**src/skip_exec_pkg.sv**
```systemverilog
/*
 * Shared constants and carriers for the I/O and timer-skip execution block.
 * Assumes a 10-bit instruction word and a 4-bit accumulator.
 */
package skip_exec_pkg;

	// Opcodes
	localparam logic [9:0] OP_SKIP_T1     = 10'h280;
	localparam logic [9:0] OP_SKIP_T2     = 10'h281;
	localparam logic [9:0] OP_SKIP_T3     = 10'h282;
	localparam logic [9:0] OP_SKIP_T4     = 10'h283;
	localparam logic [9:0] OP_SKIP_T5     = 10'h284;
	localparam logic [9:0] OP_RD_IN0      = 10'h260;
	localparam logic [9:0] OP_RD_IN1      = 10'h261;
	localparam logic [9:0] OP_RD_IN2      = 10'h262;
	localparam logic [9:0] OP_RD_IN3      = 10'h263;
	localparam logic [9:0] OP_WR_OUT0     = 10'h220;
	localparam logic [9:0] OP_WR_OUT1     = 10'h221;
	localparam logic [9:0] OP_SET_ALL_D   = 10'h011;
	localparam logic [9:0] OP_CLR_BIT_D   = 10'h014;
	localparam logic [9:0] OP_SET_BIT_D   = 10'h015;
	localparam logic [9:0] OP_SKIP_D_ZERO = 10'h024;
	localparam logic [9:0] OP_CLR_C       = 10'h28c;
	localparam logic [9:0] OP_SET_C       = 10'h28d;
	localparam logic [9:0] OP_RD_PULL0    = 10'h257;
	localparam logic [9:0] OP_WR_PULL0    = 10'h22d;
	localparam logic [9:0] OP_RD_PULL1    = 10'h25e;
	localparam logic [9:0] OP_WR_PULL1    = 10'h22e;

	// Enable bit positions in the two interrupt control registers
	localparam int EN_T1_POS = 2;
	localparam int EN_T2_POS = 3;
	localparam int EN_T3_POS = 0;
	localparam int EN_T4_POS = 3;
	localparam int EN_T5_POS = 1;

	// Index limits
	localparam logic [3:0] IDX_MAX_WRITE = 4'h9;
	localparam logic [3:0] IDX_MAX_TEST  = 4'h7;

	// Register byte addresses
	localparam logic [7:0] REG_IRQ_ONE = 8'h00;
	localparam logic [7:0] REG_IRQ_TWO = 8'h04;
	localparam logic [7:0] REG_FLAGS   = 8'h08;
	localparam logic [7:0] REG_PORTS   = 8'h0c;

	// Reset value and AXI response codes
	localparam logic [3:0] RST_NIBBLE = 4'h0;
	localparam logic [1:0] RESP_OKAY   = 2'h0;
	localparam logic [1:0] RESP_DECERR = 2'h3;

	typedef enum logic [1:0] {
		ST_RUN  = 2'b01,
		ST_SKIP = 2'b10
	} exec_state_t;

	typedef struct packed {
		logic [3:0] port3;
		logic [3:0] port2;
		logic [3:0] port1;
		logic [3:0] port0;
	} in_ports_t;

	typedef struct packed {
		logic [3:0] port1;
		logic [3:0] port0;
	} out_ports_t;

endpackage

```
**src/io_timer_skip_exec.sv**
```systemverilog
/*
 * Execution logic for timer-flag skips, port I/O, indexed port bits,
 * the single-bit port and pull-up control transfers, plus an AXI4-Lite
 * slave for interrupt control and status.
 * Assumes the core presents one instruction per valid cycle on aclk,
 * with the current accumulator and index register alongside it.
 */
// The AXI4-Lite interface to the registers and the register offsets were chosen for this implementation.

module io_timer_skip_exec #(
	parameter int D_WIDTH = 10
) (
	// Clock and reset
	input  wire logic                     aclk,
	input  wire logic                     aresetn,
	// Core instruction stream
	input  wire logic                     instr_valid,
	input  wire logic [9:0]               instr,
	input  wire logic [3:0]               acc_in,
	input  wire logic [3:0]               index_in,
	output logic                          acc_wr,
	output logic [3:0]                    acc_wr_data,
	output logic                          skipping,
	// Timer events
	input  wire logic [4:0]               timer_evt,
	// Pins
	input  wire skip_exec_pkg::in_ports_t in_pins,
	output skip_exec_pkg::out_ports_t     out_pins,
	output logic [D_WIDTH-1:0]            port_d,
	output logic                          port_c,
	output logic [3:0]                    pullup_ctrl_0,
	output logic [3:0]                    pullup_ctrl_1,
	// AXI4-Lite slave
	input  wire logic [7:0]               s_axi_awaddr,
	input  wire logic                     s_axi_awvalid,
	output logic                          s_axi_awready,
	input  wire logic [31:0]              s_axi_wdata,
	input  wire logic [3:0]               s_axi_wstrb,
	input  wire logic                     s_axi_wvalid,
	output logic                          s_axi_wready,
	output logic [1:0]                    s_axi_bresp,
	output logic                          s_axi_bvalid,
	input  wire logic                     s_axi_bready,
	input  wire logic [7:0]               s_axi_araddr,
	input  wire logic                     s_axi_arvalid,
	output logic                          s_axi_arready,
	output logic [31:0]                   s_axi_rdata,
	output logic [1:0]                    s_axi_rresp,
	output logic                          s_axi_rvalid,
	input  wire logic                     s_axi_rready
);

	if (D_WIDTH < 10 || D_WIDTH > 16) begin : g_bad_width
		$error("D_WIDTH must lie between 10 and 16");
	end

	skip_exec_pkg::exec_state_t state;
	skip_exec_pkg::in_ports_t   in_meta;
	skip_exec_pkg::in_ports_t   in_sync;
	logic [3:0]                 irq_ctrl_reg_one;
	logic [3:0]                 irq_ctrl_reg_two;
	logic [4:0]                 timer_flags;
	logic [4:0]                 enables;
	logic [4:0]                 hit_t;
	logic [4:0]                 skip_t;
	logic                       exec;
	logic                       idx_write_ok;
	logic                       d_bit;
	logic                       skip_d;
	logic                       req_skip;
	logic [7:0]                 aw_addr;
	logic [31:0]                w_data;
	logic                       w_lane0;

	// Pin synchroniser
	always_ff @(posedge aclk) begin
		in_meta <= in_pins;
		in_sync <= in_meta;
	end

	// Skipped words arrive here but never reach exec
	assign exec = instr_valid && (state == skip_exec_pkg::ST_RUN);

	assign enables = {irq_ctrl_reg_two[skip_exec_pkg::EN_T5_POS],
		irq_ctrl_reg_two[skip_exec_pkg::EN_T4_POS],
		irq_ctrl_reg_two[skip_exec_pkg::EN_T3_POS],
		irq_ctrl_reg_one[skip_exec_pkg::EN_T2_POS],
		irq_ctrl_reg_one[skip_exec_pkg::EN_T1_POS]};

	assign hit_t = {instr == skip_exec_pkg::OP_SKIP_T5,
		instr == skip_exec_pkg::OP_SKIP_T4,
		instr == skip_exec_pkg::OP_SKIP_T3,
		instr == skip_exec_pkg::OP_SKIP_T2,
		instr == skip_exec_pkg::OP_SKIP_T1};

	// Enable set turns the test into a no-operation
	assign skip_t = {5{exec}} & hit_t
		& ~enables
		& timer_flags;

	assign idx_write_ok = index_in <= skip_exec_pkg::IDX_MAX_WRITE;
	assign d_bit = (int'(index_in) < D_WIDTH) ? port_d[index_in] : 1'b1;
	// Index 8 and above never skips
	assign skip_d = exec && instr == skip_exec_pkg::OP_SKIP_D_ZERO &&
		index_in <= skip_exec_pkg::IDX_MAX_TEST && !d_bit;
	assign req_skip = (|skip_t) || skip_d;

	always_ff @(posedge aclk) begin
		if (!aresetn) begin
			state <= skip_exec_pkg::ST_RUN;
		end else begin
			unique case (state)
				skip_exec_pkg::ST_RUN: begin
					if (req_skip) begin
						state <= skip_exec_pkg::ST_SKIP;
					end
				end
				skip_exec_pkg::ST_SKIP: begin
					if (instr_valid) begin
						state <= skip_exec_pkg::ST_RUN;
					end
				end
				default: begin
					state <= skip_exec_pkg::ST_RUN;
				end
			endcase
		end
	end

	always_ff @(posedge aclk) begin
		if (!aresetn) begin
			skipping <= 1'b0;
		end else begin
			skipping <= (state == skip_exec_pkg::ST_SKIP) ? !instr_valid
				: req_skip;
		end
	end

	// A new event beats the clear in the same cycle
	always_ff @(posedge aclk) begin
		if (!aresetn) begin
			timer_flags <= 5'h00;
		end else begin
			timer_flags <= (timer_flags & ~skip_t)
				| timer_evt;
		end
	end

	// Accumulator loads
	always_ff @(posedge aclk) begin
		if (!aresetn) begin
			acc_wr      <= 1'b0;
			acc_wr_data <= skip_exec_pkg::RST_NIBBLE;
		end else begin
			acc_wr <= 1'b0;
			if (exec) begin
				acc_wr <= 1'b1;
				unique case (instr)
					skip_exec_pkg::OP_RD_IN0: acc_wr_data <= in_sync.port0;
					skip_exec_pkg::OP_RD_IN1: acc_wr_data <= in_sync.port1;
					skip_exec_pkg::OP_RD_IN2: acc_wr_data <= in_sync.port2;
					skip_exec_pkg::OP_RD_IN3: acc_wr_data <= in_sync.port3;
					skip_exec_pkg::OP_RD_PULL0: acc_wr_data <= pullup_ctrl_0;
					skip_exec_pkg::OP_RD_PULL1: acc_wr_data <= pullup_ctrl_1;
					default: acc_wr <= 1'b0;
				endcase
			end
		end
	end

	// Output ports and pull-up registers
	always_ff @(posedge aclk) begin
		if (!aresetn) begin
			out_pins      <= '0;
			pullup_ctrl_0 <= skip_exec_pkg::RST_NIBBLE;
			pullup_ctrl_1 <= skip_exec_pkg::RST_NIBBLE;
			port_c        <= 1'b0;
		end else if (exec) begin
			unique case (instr)
				skip_exec_pkg::OP_WR_OUT0: out_pins.port0 <= acc_in;
				skip_exec_pkg::OP_WR_OUT1: out_pins.port1 <= acc_in;
				skip_exec_pkg::OP_WR_PULL0: pullup_ctrl_0 <= acc_in;
				skip_exec_pkg::OP_WR_PULL1: pullup_ctrl_1 <= acc_in;
				skip_exec_pkg::OP_CLR_C: port_c <= 1'b0;
				skip_exec_pkg::OP_SET_C: port_c <= 1'b1;
				default: ;
			endcase
		end
	end

	// Indexed port; indices beyond 9 are ignored
	always_ff @(posedge aclk) begin
		if (!aresetn) begin
			port_d <= '0;
		end else if (exec) begin
			if (instr == skip_exec_pkg::OP_SET_ALL_D) begin
				port_d <= '1;
			end else if (instr == skip_exec_pkg::OP_CLR_BIT_D && idx_write_ok) begin
				port_d[index_in] <= 1'b0;
			end else if (instr == skip_exec_pkg::OP_SET_BIT_D && idx_write_ok) begin
				port_d[index_in] <= 1'b1;
			end
		end
	end

	// AXI4-Lite write path: address and data taken in either order
	always_ff @(posedge aclk) begin
		if (!aresetn) begin
			s_axi_awready <= 1'b1;
			s_axi_wready  <= 1'b1;
			s_axi_bvalid  <= 1'b0;
			s_axi_bresp   <= skip_exec_pkg::RESP_OKAY;
		end else begin
			if (s_axi_awvalid && s_axi_awready) begin
				s_axi_awready <= 1'b0;
			end
			if (s_axi_wvalid && s_axi_wready) begin
				s_axi_wready <= 1'b0;
			end
			if (!s_axi_awready && !s_axi_wready && !s_axi_bvalid) begin
				s_axi_bvalid <= 1'b1;
				s_axi_bresp  <= (aw_addr == skip_exec_pkg::REG_IRQ_ONE ||
					aw_addr == skip_exec_pkg::REG_IRQ_TWO ||
					aw_addr == skip_exec_pkg::REG_FLAGS ||
					aw_addr == skip_exec_pkg::REG_PORTS) ?
					skip_exec_pkg::RESP_OKAY : skip_exec_pkg::RESP_DECERR;
			end
			if (s_axi_bvalid && s_axi_bready) begin
				s_axi_bvalid  <= 1'b0;
				s_axi_awready <= 1'b1;
				s_axi_wready  <= 1'b1;
			end
		end
	end

	always_ff @(posedge aclk) begin
		if (!aresetn) begin
			aw_addr <= 8'h00;
			w_data  <= 32'h0000_0000;
			w_lane0 <= 1'b0;
		end else begin
			if (s_axi_awvalid && s_axi_awready) begin
				aw_addr <= s_axi_awaddr;
			end
			if (s_axi_wvalid && s_axi_wready) begin
				w_data  <= s_axi_wdata;
				w_lane0 <= s_axi_wstrb[0];
			end
		end
	end

	// Enable registers steer the timer tests
	always_ff @(posedge aclk) begin
		if (!aresetn) begin
			irq_ctrl_reg_one <= skip_exec_pkg::RST_NIBBLE;
			irq_ctrl_reg_two <= skip_exec_pkg::RST_NIBBLE;
		end else if (!s_axi_awready && !s_axi_wready && !s_axi_bvalid &&
			w_lane0) begin
			if (aw_addr == skip_exec_pkg::REG_IRQ_ONE) begin
				irq_ctrl_reg_one <= w_data[3:0];
			end
			if (aw_addr == skip_exec_pkg::REG_IRQ_TWO) begin
				irq_ctrl_reg_two <= w_data[3:0];
			end
		end
	end

	// AXI4-Lite read path
	always_ff @(posedge aclk) begin
		if (!aresetn) begin
			s_axi_arready <= 1'b1;
			s_axi_rvalid  <= 1'b0;
			s_axi_rdata   <= 32'h0000_0000;
			s_axi_rresp   <= skip_exec_pkg::RESP_OKAY;
		end else if (s_axi_arvalid && s_axi_arready) begin
			s_axi_arready <= 1'b0;
			s_axi_rvalid  <= 1'b1;
			s_axi_rresp   <= skip_exec_pkg::RESP_OKAY;
			unique case (s_axi_araddr)
				skip_exec_pkg::REG_IRQ_ONE:
					s_axi_rdata <= {28'h0, irq_ctrl_reg_one};
				skip_exec_pkg::REG_IRQ_TWO:
					s_axi_rdata <= {28'h0, irq_ctrl_reg_two};
				skip_exec_pkg::REG_FLAGS:
					s_axi_rdata <= {27'h0, timer_flags};
				skip_exec_pkg::REG_PORTS:
					s_axi_rdata <= {15'h0, port_c, 16'(port_d)};
				default: begin
					s_axi_rdata <= 32'h0000_0000;
					s_axi_rresp <= skip_exec_pkg::RESP_DECERR;
				end
			endcase
		end else if (s_axi_rvalid && s_axi_rready) begin
			s_axi_rvalid  <= 1'b0;
			s_axi_arready <= 1'b1;
		end
	end
endmodule // io_timer_skip_exec

```
**config.mk**
```make
export PLATFORM = sky130hd
export DESIGN_NAME = io_timer_skip_exec
export DESIGN_NICKNAME = d
export VERILOG_FILES = /design/src/skip_exec_pkg.sv /design/src/io_timer_skip_exec.sv
export SDC_FILE = /design/constraint.sdc
export NUM_CORES = 1
export LEC_CHECK = 0
export ABC_AREA = 1
export BUFFER_PORTS_ARGS = -buffer_cell sky130_fd_sc_hd__buf_4
export CORE_MARGIN = 4
export CORE_UTILIZATION = 43
export CTS_CLUSTER_SIZE = 8
export DETAILED_ROUTE_END_ITERATION = 16
export GPL_ROUTABILITY_DRIVEN = 0
export PLACE_DENSITY = 0.73
export RECOVER_POWER = 50
export SLEW_MARGIN = 25
export SYNTH_ARGS = -nofsm -noshare
export SYNTH_HDL_FRONTEND = slang
export SYNTH_SLANG_ARGS = --single-unit
```
**constraint.sdc**
```tcl
create_clock -name aclk -period 2.35 [get_ports aclk]
set_input_delay 0.3525 -clock aclk [delete_from_list [all_inputs] [get_ports aclk]]
set_output_delay 0.3525 -clock aclk [all_outputs]
set_load 0.02 [all_outputs]
```
==> results.toml, run 1 <==
[clock_tree]
clkSinkCount = 111
cts_made_buffers = 9
cts_hold_buffers = 0
post_cts_buffers = 0
root_buffer = "clkbuf_8"
cts_tree = "yes"
cts-resized-gates = 0
cts_max_level = 3
clockBufferDepth = 2
clk_pin_slew_ns = 0.10
clock_latency_ns = 0.37

[finish]
fillers = 1010
diodes = 0
final_layout_size_suffix_gt1_share_pct = 16.73
utilization_pct = 54.59
nNetsFinal = 853
fin_area_sq_mm = 0.005712
area_growth_pct = 22.39

[route]
firstDrtPassIters = 5
wl_per_cell_um = 13.29
drtIter0Drc = 244
ant_nets = 0
route.detailed.drc = 0
dr_total_vias = 4478
wl_um = 11900
vias_per_cell = 5.003

[yosys]
synthCells = 635
synth_largest_area_cell = "dfxtp_1"
synth_edf_count = 0
syn_avg_cell_area_sq_um = 7.350
yosysTopAreaCellShare_pct = 47.61
synthFlopType = "dfxtp_1"
yosysWarnings = 0
synthTopCellsByArea = "dfxtp_1, nand2_1, nor2_1"
ys_ff_latch = 111
synthArstFlopShare_pct = 0
synth-seq-area-share_pct = 47.61
syn_area_sq_mm = 0.004667
yosys.cell_types.count = 31

[pwr]
power.density_mw_per_mm2 = 617.3
ir_drop_mv = 0.3555
sw_frac_of_total_pct = 24.50
power.leakage_nw = 2.478
clkPwrFrac_pct = 34.0
p_seq_share_pct = 56.0
p_comb_share_pct = 10.0
finalPower_mw = 3.526
power.internal_mw = 2.662
p_switching_mw = 0.8638

[critical_path]
path_cells = "clkbuf_2 -> clkinv_1 -> clkbuf_2 -> a21oi_1 -> o21a_1"
slowest_delay_ns = 0.52
setup.worst_path.start_class = "primary input"
critPathKind = "in -> reg"
crit_arrival_ns = 2.06
worstSetupStartpoint = "aresetn"
r2r-start = "s_axi_bvalid"
cp.required_ns = 2.66
path_common_cell = "clkbuf_2"
critical_path.slowest_cell = "clkbuf_2"
critPathCaptureType = "flop"
cp_max_fo = 42

[hold_path]
min-delay-start = "in_pins[4]"
hp-class = "in -> reg"

[place]
hpwl_um = 9047
io_buffer_count = 120
placed_cell_area_sq_mm = 0.005615

[timing]
tightest_slew_ns = 0.8006
setup_tns_ns = 0
fmax_mhz = 572.3
rsz0062_at_grt = "false"
finalCriticalPeriod_ns = 1.747
fin_crit_sh_pct = 74.36
hold_viol_final = 0
fin_worst_hold_slack_ns = 0.1064
drv_slew = 0
setup_viol = 0
finClkSkew_ns = 0.01732
relSlewSlack_pct = 46.63

[floorplanning]
initial_utilization_pct = 44.61
die_y_um = 112.2
die_x_um = 112.2
die-area_sq_mm = 0.01258
rows = 37
io_pins = 173
core-area_sq_mm = 0.01046

[grt]
grt_pass1_wl_um = 18760
grt-ovfl-total = 0
grtUsageTotal_pct = 17.90
antenna_found_initial = 0
grt_pass1_vias = 4091
grt_max_degree = 43

[run]
drv_cap = 0

[outcome]
status = "complete, no violations"
[worst paths after layout]
path / endpoint / slack [ns] / depth (start not counted)
min: in_meta[4] / 0.11 / 1
max: s_axi_bvalid / 0.60 / 5
max reg2reg: irq_ctrl_reg_two[3] / 0.71 / 6
min reg2reg: in_sync[14] / 0.33 / 0
[power by group through the flow]
stage,sequential [mW],clock [mW],combinational (mW)
floorplan,2.02,0,0.220
detailed placement,2.02,0,0.356
finish,1.98,1.20,0.352
global route,1.98,1.27,0.389
global placement,2.02,0,0.348
CTS,1.98,1.22,0.358
[per-layer routing]
layer	GRT usage (%)	vias up	part of all wire (%)
met5	0	-	0
met4	6.731	0	1.9
met3	4.259	23	7.6
met2	30.71	182	47
met1	21.77	1991	43
li1	-	2282	-
[worst max-delay path: cells and delay by family]
family	cells	cell delay [ns]
compound gates	2	0.55
buf+inv	3	1.15
[cell families (layout without fill, tap and decap cells)]
group	Yosys count	count (layout)	synth area share (%)
buf+inv	103	207	10.38
other cells	1	21	0.08035
compound gates	126	126	14.24
flops	111	111	47.61
simple gates	294	294	27.69
[cell usage in the layout, fill, tap and decap left out, drive strengths merged]
| cell type | count |
|---|---|
| a21oi | 51 |
| clkbuf | 61 |
| o22ai | 4 |
| buf | 76 |
| nand4 | 18 |
| nand3b | 1 |
| clkinv | 5 |
| dfxtp | 111 |
| nor4 | 2 |
| bufinv | 1 |
| o21a | 1 |
| nand2 | 113 |
| nor3 | 9 |
| conb | 21 |
| inv | 64 |
| o31ai | 1 |
| nor2 | 99 |
| o211ai | 8 |
| o21ai | 61 |
| nand3 | 51 |
| or2 | 1 |
[cell type report]
cell class                      instances  area (sq um)  area share [%]
Sequential cell                       111          2222           38.90
Inverter                               66         249.0           4.359
Timing Repair Buffer                  125         817.0           14.30
Clock inverter                          4         52.55          0.9200
Multi-Input combinational cell        441          2036           35.64
Clock buffer                           12         165.2           2.892
Tap cell                              136         170.2           2.979
[flip-flops by register name, indices dropped and copies added, names as in the netlist, 2 cells and up]
signal / count
out_pins: 8
in_meta: 16
irq_ctrl_reg_one: 4
aw_addr: 8
timer_flags: 5
port_d: 10
pullup_ctrl_0: 4
irq_ctrl_reg_two: 4
w_data: 4
pullup_ctrl_1: 4
s_axi_rdata: 11
state: 2
acc_wr_data: 4
in_sync: 16
[stage by stage]
step                      cells  worst slack, ns
after global placement      879           0.5722
after detailed placement    879           0.5353
final                       895           0.6026
after floorplan             655           0.9331
after CTS                   895           0.7318
after global routing        895           0.3854
[synthesized netlist by cell type, types with 2 or more instances]
master	instances
inv_1	62
o211ai_1	8
nor3_1	9
nor2_1	94
inv_2	2
nand2_1	109
a21oi_1	50
buf_2	2
buf_4	24
o21ai_0	61
nand4_1	18
nand3_1	49
nand3_2	2
o22ai_1	4
nor2_4	2
nand2_2	4
nor2_2	3
clkbuf_1	9
dfxtp_1	111
Note: power is estimated with default switching activity, not from simulation.
==> run 2, diff against run 1 <==
==> constraint.sdc (replaced) <==
create_clock -name aclk -period 1.7 [get_ports aclk]
set_input_delay 0.255 -clock aclk [delete_from_list [all_inputs] [get_ports aclk]]
set_output_delay 0.255 -clock aclk [all_outputs]
set_load 0.02 [all_outputs]
==> results.toml, run 2 (synthesis gave the netlist of run 1 again) <==
[critical_path]
cp_max_fo = 8
regToRegSetupSlack_ns = 0.16
critPathKind = "reg -> reg"
reg2reg_depth = 6
setup.worst_path.start_class = "flop"
r2r-start = "aw_addr[5]"
crit_arrival_ns = 1.79
critical_path.slowest_cell = "dfxtp_1"
path_cells = "or2_2 -> nor4_4 -> nand4_1 -> buf_4 -> o21ai_0 -> a21oi_1"
slowest_delay_ns = 0.32
rr_endpoint = "irq_ctrl_reg_one[2]"
critPathCaptureType = "flop"
cp.required_ns = 1.94

[timing]
relSlewSlack_pct = 66.42
setup_viol = 0
fin_crit_sh_pct = 90.77
rsz0062_at_grt = "false"
layout_setup_ws_ns = 0.1569
fin_worst_hold_slack_ns = 0.03144
setup_tns_ns = 0
drv_slew = 0
finalCriticalPeriod_ns = 1.543
finClkSkew_ns = 0.01675
tightest_slew_ns = 0.5037
fmax_mhz = 648.0
hold_viol_final = 0

[finish]
layout_common_cells = "dfxtp_1, nand2_1, nor2_1, buf_4, inv_1"
fin_area_sq_mm = 0.005829
area_growth_pct = 24.91
largestRegisters = "in_meta (16), in_sync (16), s_axi_rdata (11)"
diodes = 0
final_layout_size_suffix_gt1_share_pct = 15.90
final_common_cell = "dfxtp_1"
nNetsFinal = 875

[pwr]
power.internal_mw = 3.428
p_switching_mw = 1.168
p_comb_share_pct = 11.3
power.leakage_nw = 2.510
clkPwrFrac_pct = 29.3
p_seq_share_pct = 59.4
sw_frac_of_total_pct = 25.42
ir_drop_mv = 0.6685
power.density_mw_per_mm2 = 788.6

[grt]
grt-ovfl-total = 0
antenna_found_initial = 0
grt_pass1_wl_um = 19060
grt_max_degree = 36
grtUsageTotal_pct = 17.95
grt_pass1_vias = 4236

[place]
placed_cell_area_sq_mm = 0.005660
hpwl_um = 9111
dp_slack_ns = 0.02380
io_buffer_count = 120

[floorplanning]
io_pins = 173
die_x_um = 112.2
initial_utilization_pct = 44.61
rows = 37
die-area_sq_mm = 0.01258
core-area_sq_mm = 0.01046
die_y_um = 112.2

[clock_tree]
cts_max_level = 3
clk_pin_slew_ns = 0.09
clockBufferDepth = 2
clock_latency_ns = 0.36
cts_made_buffers = 9
clkSinkCount = 111
cts_tree = "yes"
root_buffer = "clkbuf_8"

[route]
ant_nets = 0
wl_met3_um = 883
wl_met2_um = 5955
route.detailed.drc = 0
drt-met1-wl_um = 5095
highest_layer = "met4"
drtIter0Drc = 222
wl_um = 12080
firstDrtPassIters = 5
vias_per_cell = 4.974
dr_total_vias = 4556
wl_per_cell_um = 13.18

[run]
drv_cap = 0

[hold_path]
worstHoldEndpoint = "in_meta[13]"
hp-class = "in -> reg"
hold_depth = 1
min-delay-start = "in_pins[13]"

[outcome]
status = "complete, no violations"
run 2: cell count changes in the layout (fill, tap and decap cells not counted), sizes merged:
cell,change
clkbuf,+5
buf,+3
clkinv,-1
dlygate4sd3,+14
clkinvlp,+1
bufinv,-1
run 2: worst max path at each step:
stage / start / end / slack [ns] / cells past startpoint
2_1_floorplan: s_axi_bvalid / irq_ctrl_reg_one[0] / 0.28 / 6
3_5_place_dp: instr[4] / out_pins[5] / 0.02 / 10
3_3_place_gp: instr[2] / port_d[0] / 0.06 / 9
6_report: aw_addr[5] / irq_ctrl_reg_one[2] / 0.16 / 6
4_1_cts: aw_addr[5] / irq_ctrl_reg_one[2] / 0.08 / 5
5_1_grt: aw_addr[5] / irq_ctrl_reg_two[2] / 0.03 / 6
run 2: timing repair:
action,in CTS,in global routing
hold endpoints to repair,9,5
resized for setup,0,0
hold buffers,9,5
buffers inserted,0,2
endpoints found under the setup margin,0,8
run 2: power groups by stage:
stage | Clock (mW) | Combinational (mW) | Sequential [mW]
after CTS | 1.38 | 0.517 | 2.73
after floorplan | 0 | 0.304 | 2.80
after detailed placement | 0 | 0.499 | 2.79
after global routing | 1.46 | 0.573 | 2.74
after global placement | 0 | 0.488 | 2.79
final | 1.35 | 0.519 | 2.73
run 2: worst max-delay path, delay by kind of cell, from the launching register on:
kind | cells | cell delay [ns]
compound gates | 2 | 0.24
simple gates | 3 | 0.69
flops | 1 | 0.32
buf+inv | 1 | 0.19
run 2: cell type report:
cell class | count | area, sq um
Fill cell | 1003 | 4633
Sequential cell | 111 | 2222
Multi-Input combinational cell | 441 | 2036
Timing Repair Buffer | 147 | 996.0
Inverter | 66 | 249.0
Tap cell | 136 | 170.2
Clock buffer | 12 | 135.1
Clock inverter | 3 | 21.27
run 2: metrics by stage:
stage / utilization [%] / instances / total power, mW
CTS: 56.46 / 909 / 4.630
global placement: 54.10 / 885 / 3.277
global route: 55.72 / 916 / 4.780
detailed placement: 54.10 / 885 / 3.290
floorplan: - / 655 / 3.102
finish: 55.72 / 916 / 4.597
run 2: routing by layer:
layer / global-route usage (%) / vias up
met4: 4.728 / 0
met2: 32.34 / 162
met3: 4.474 / 12
li1: - / 2322
met1: 21.25 / 2060
met5: 0 / -
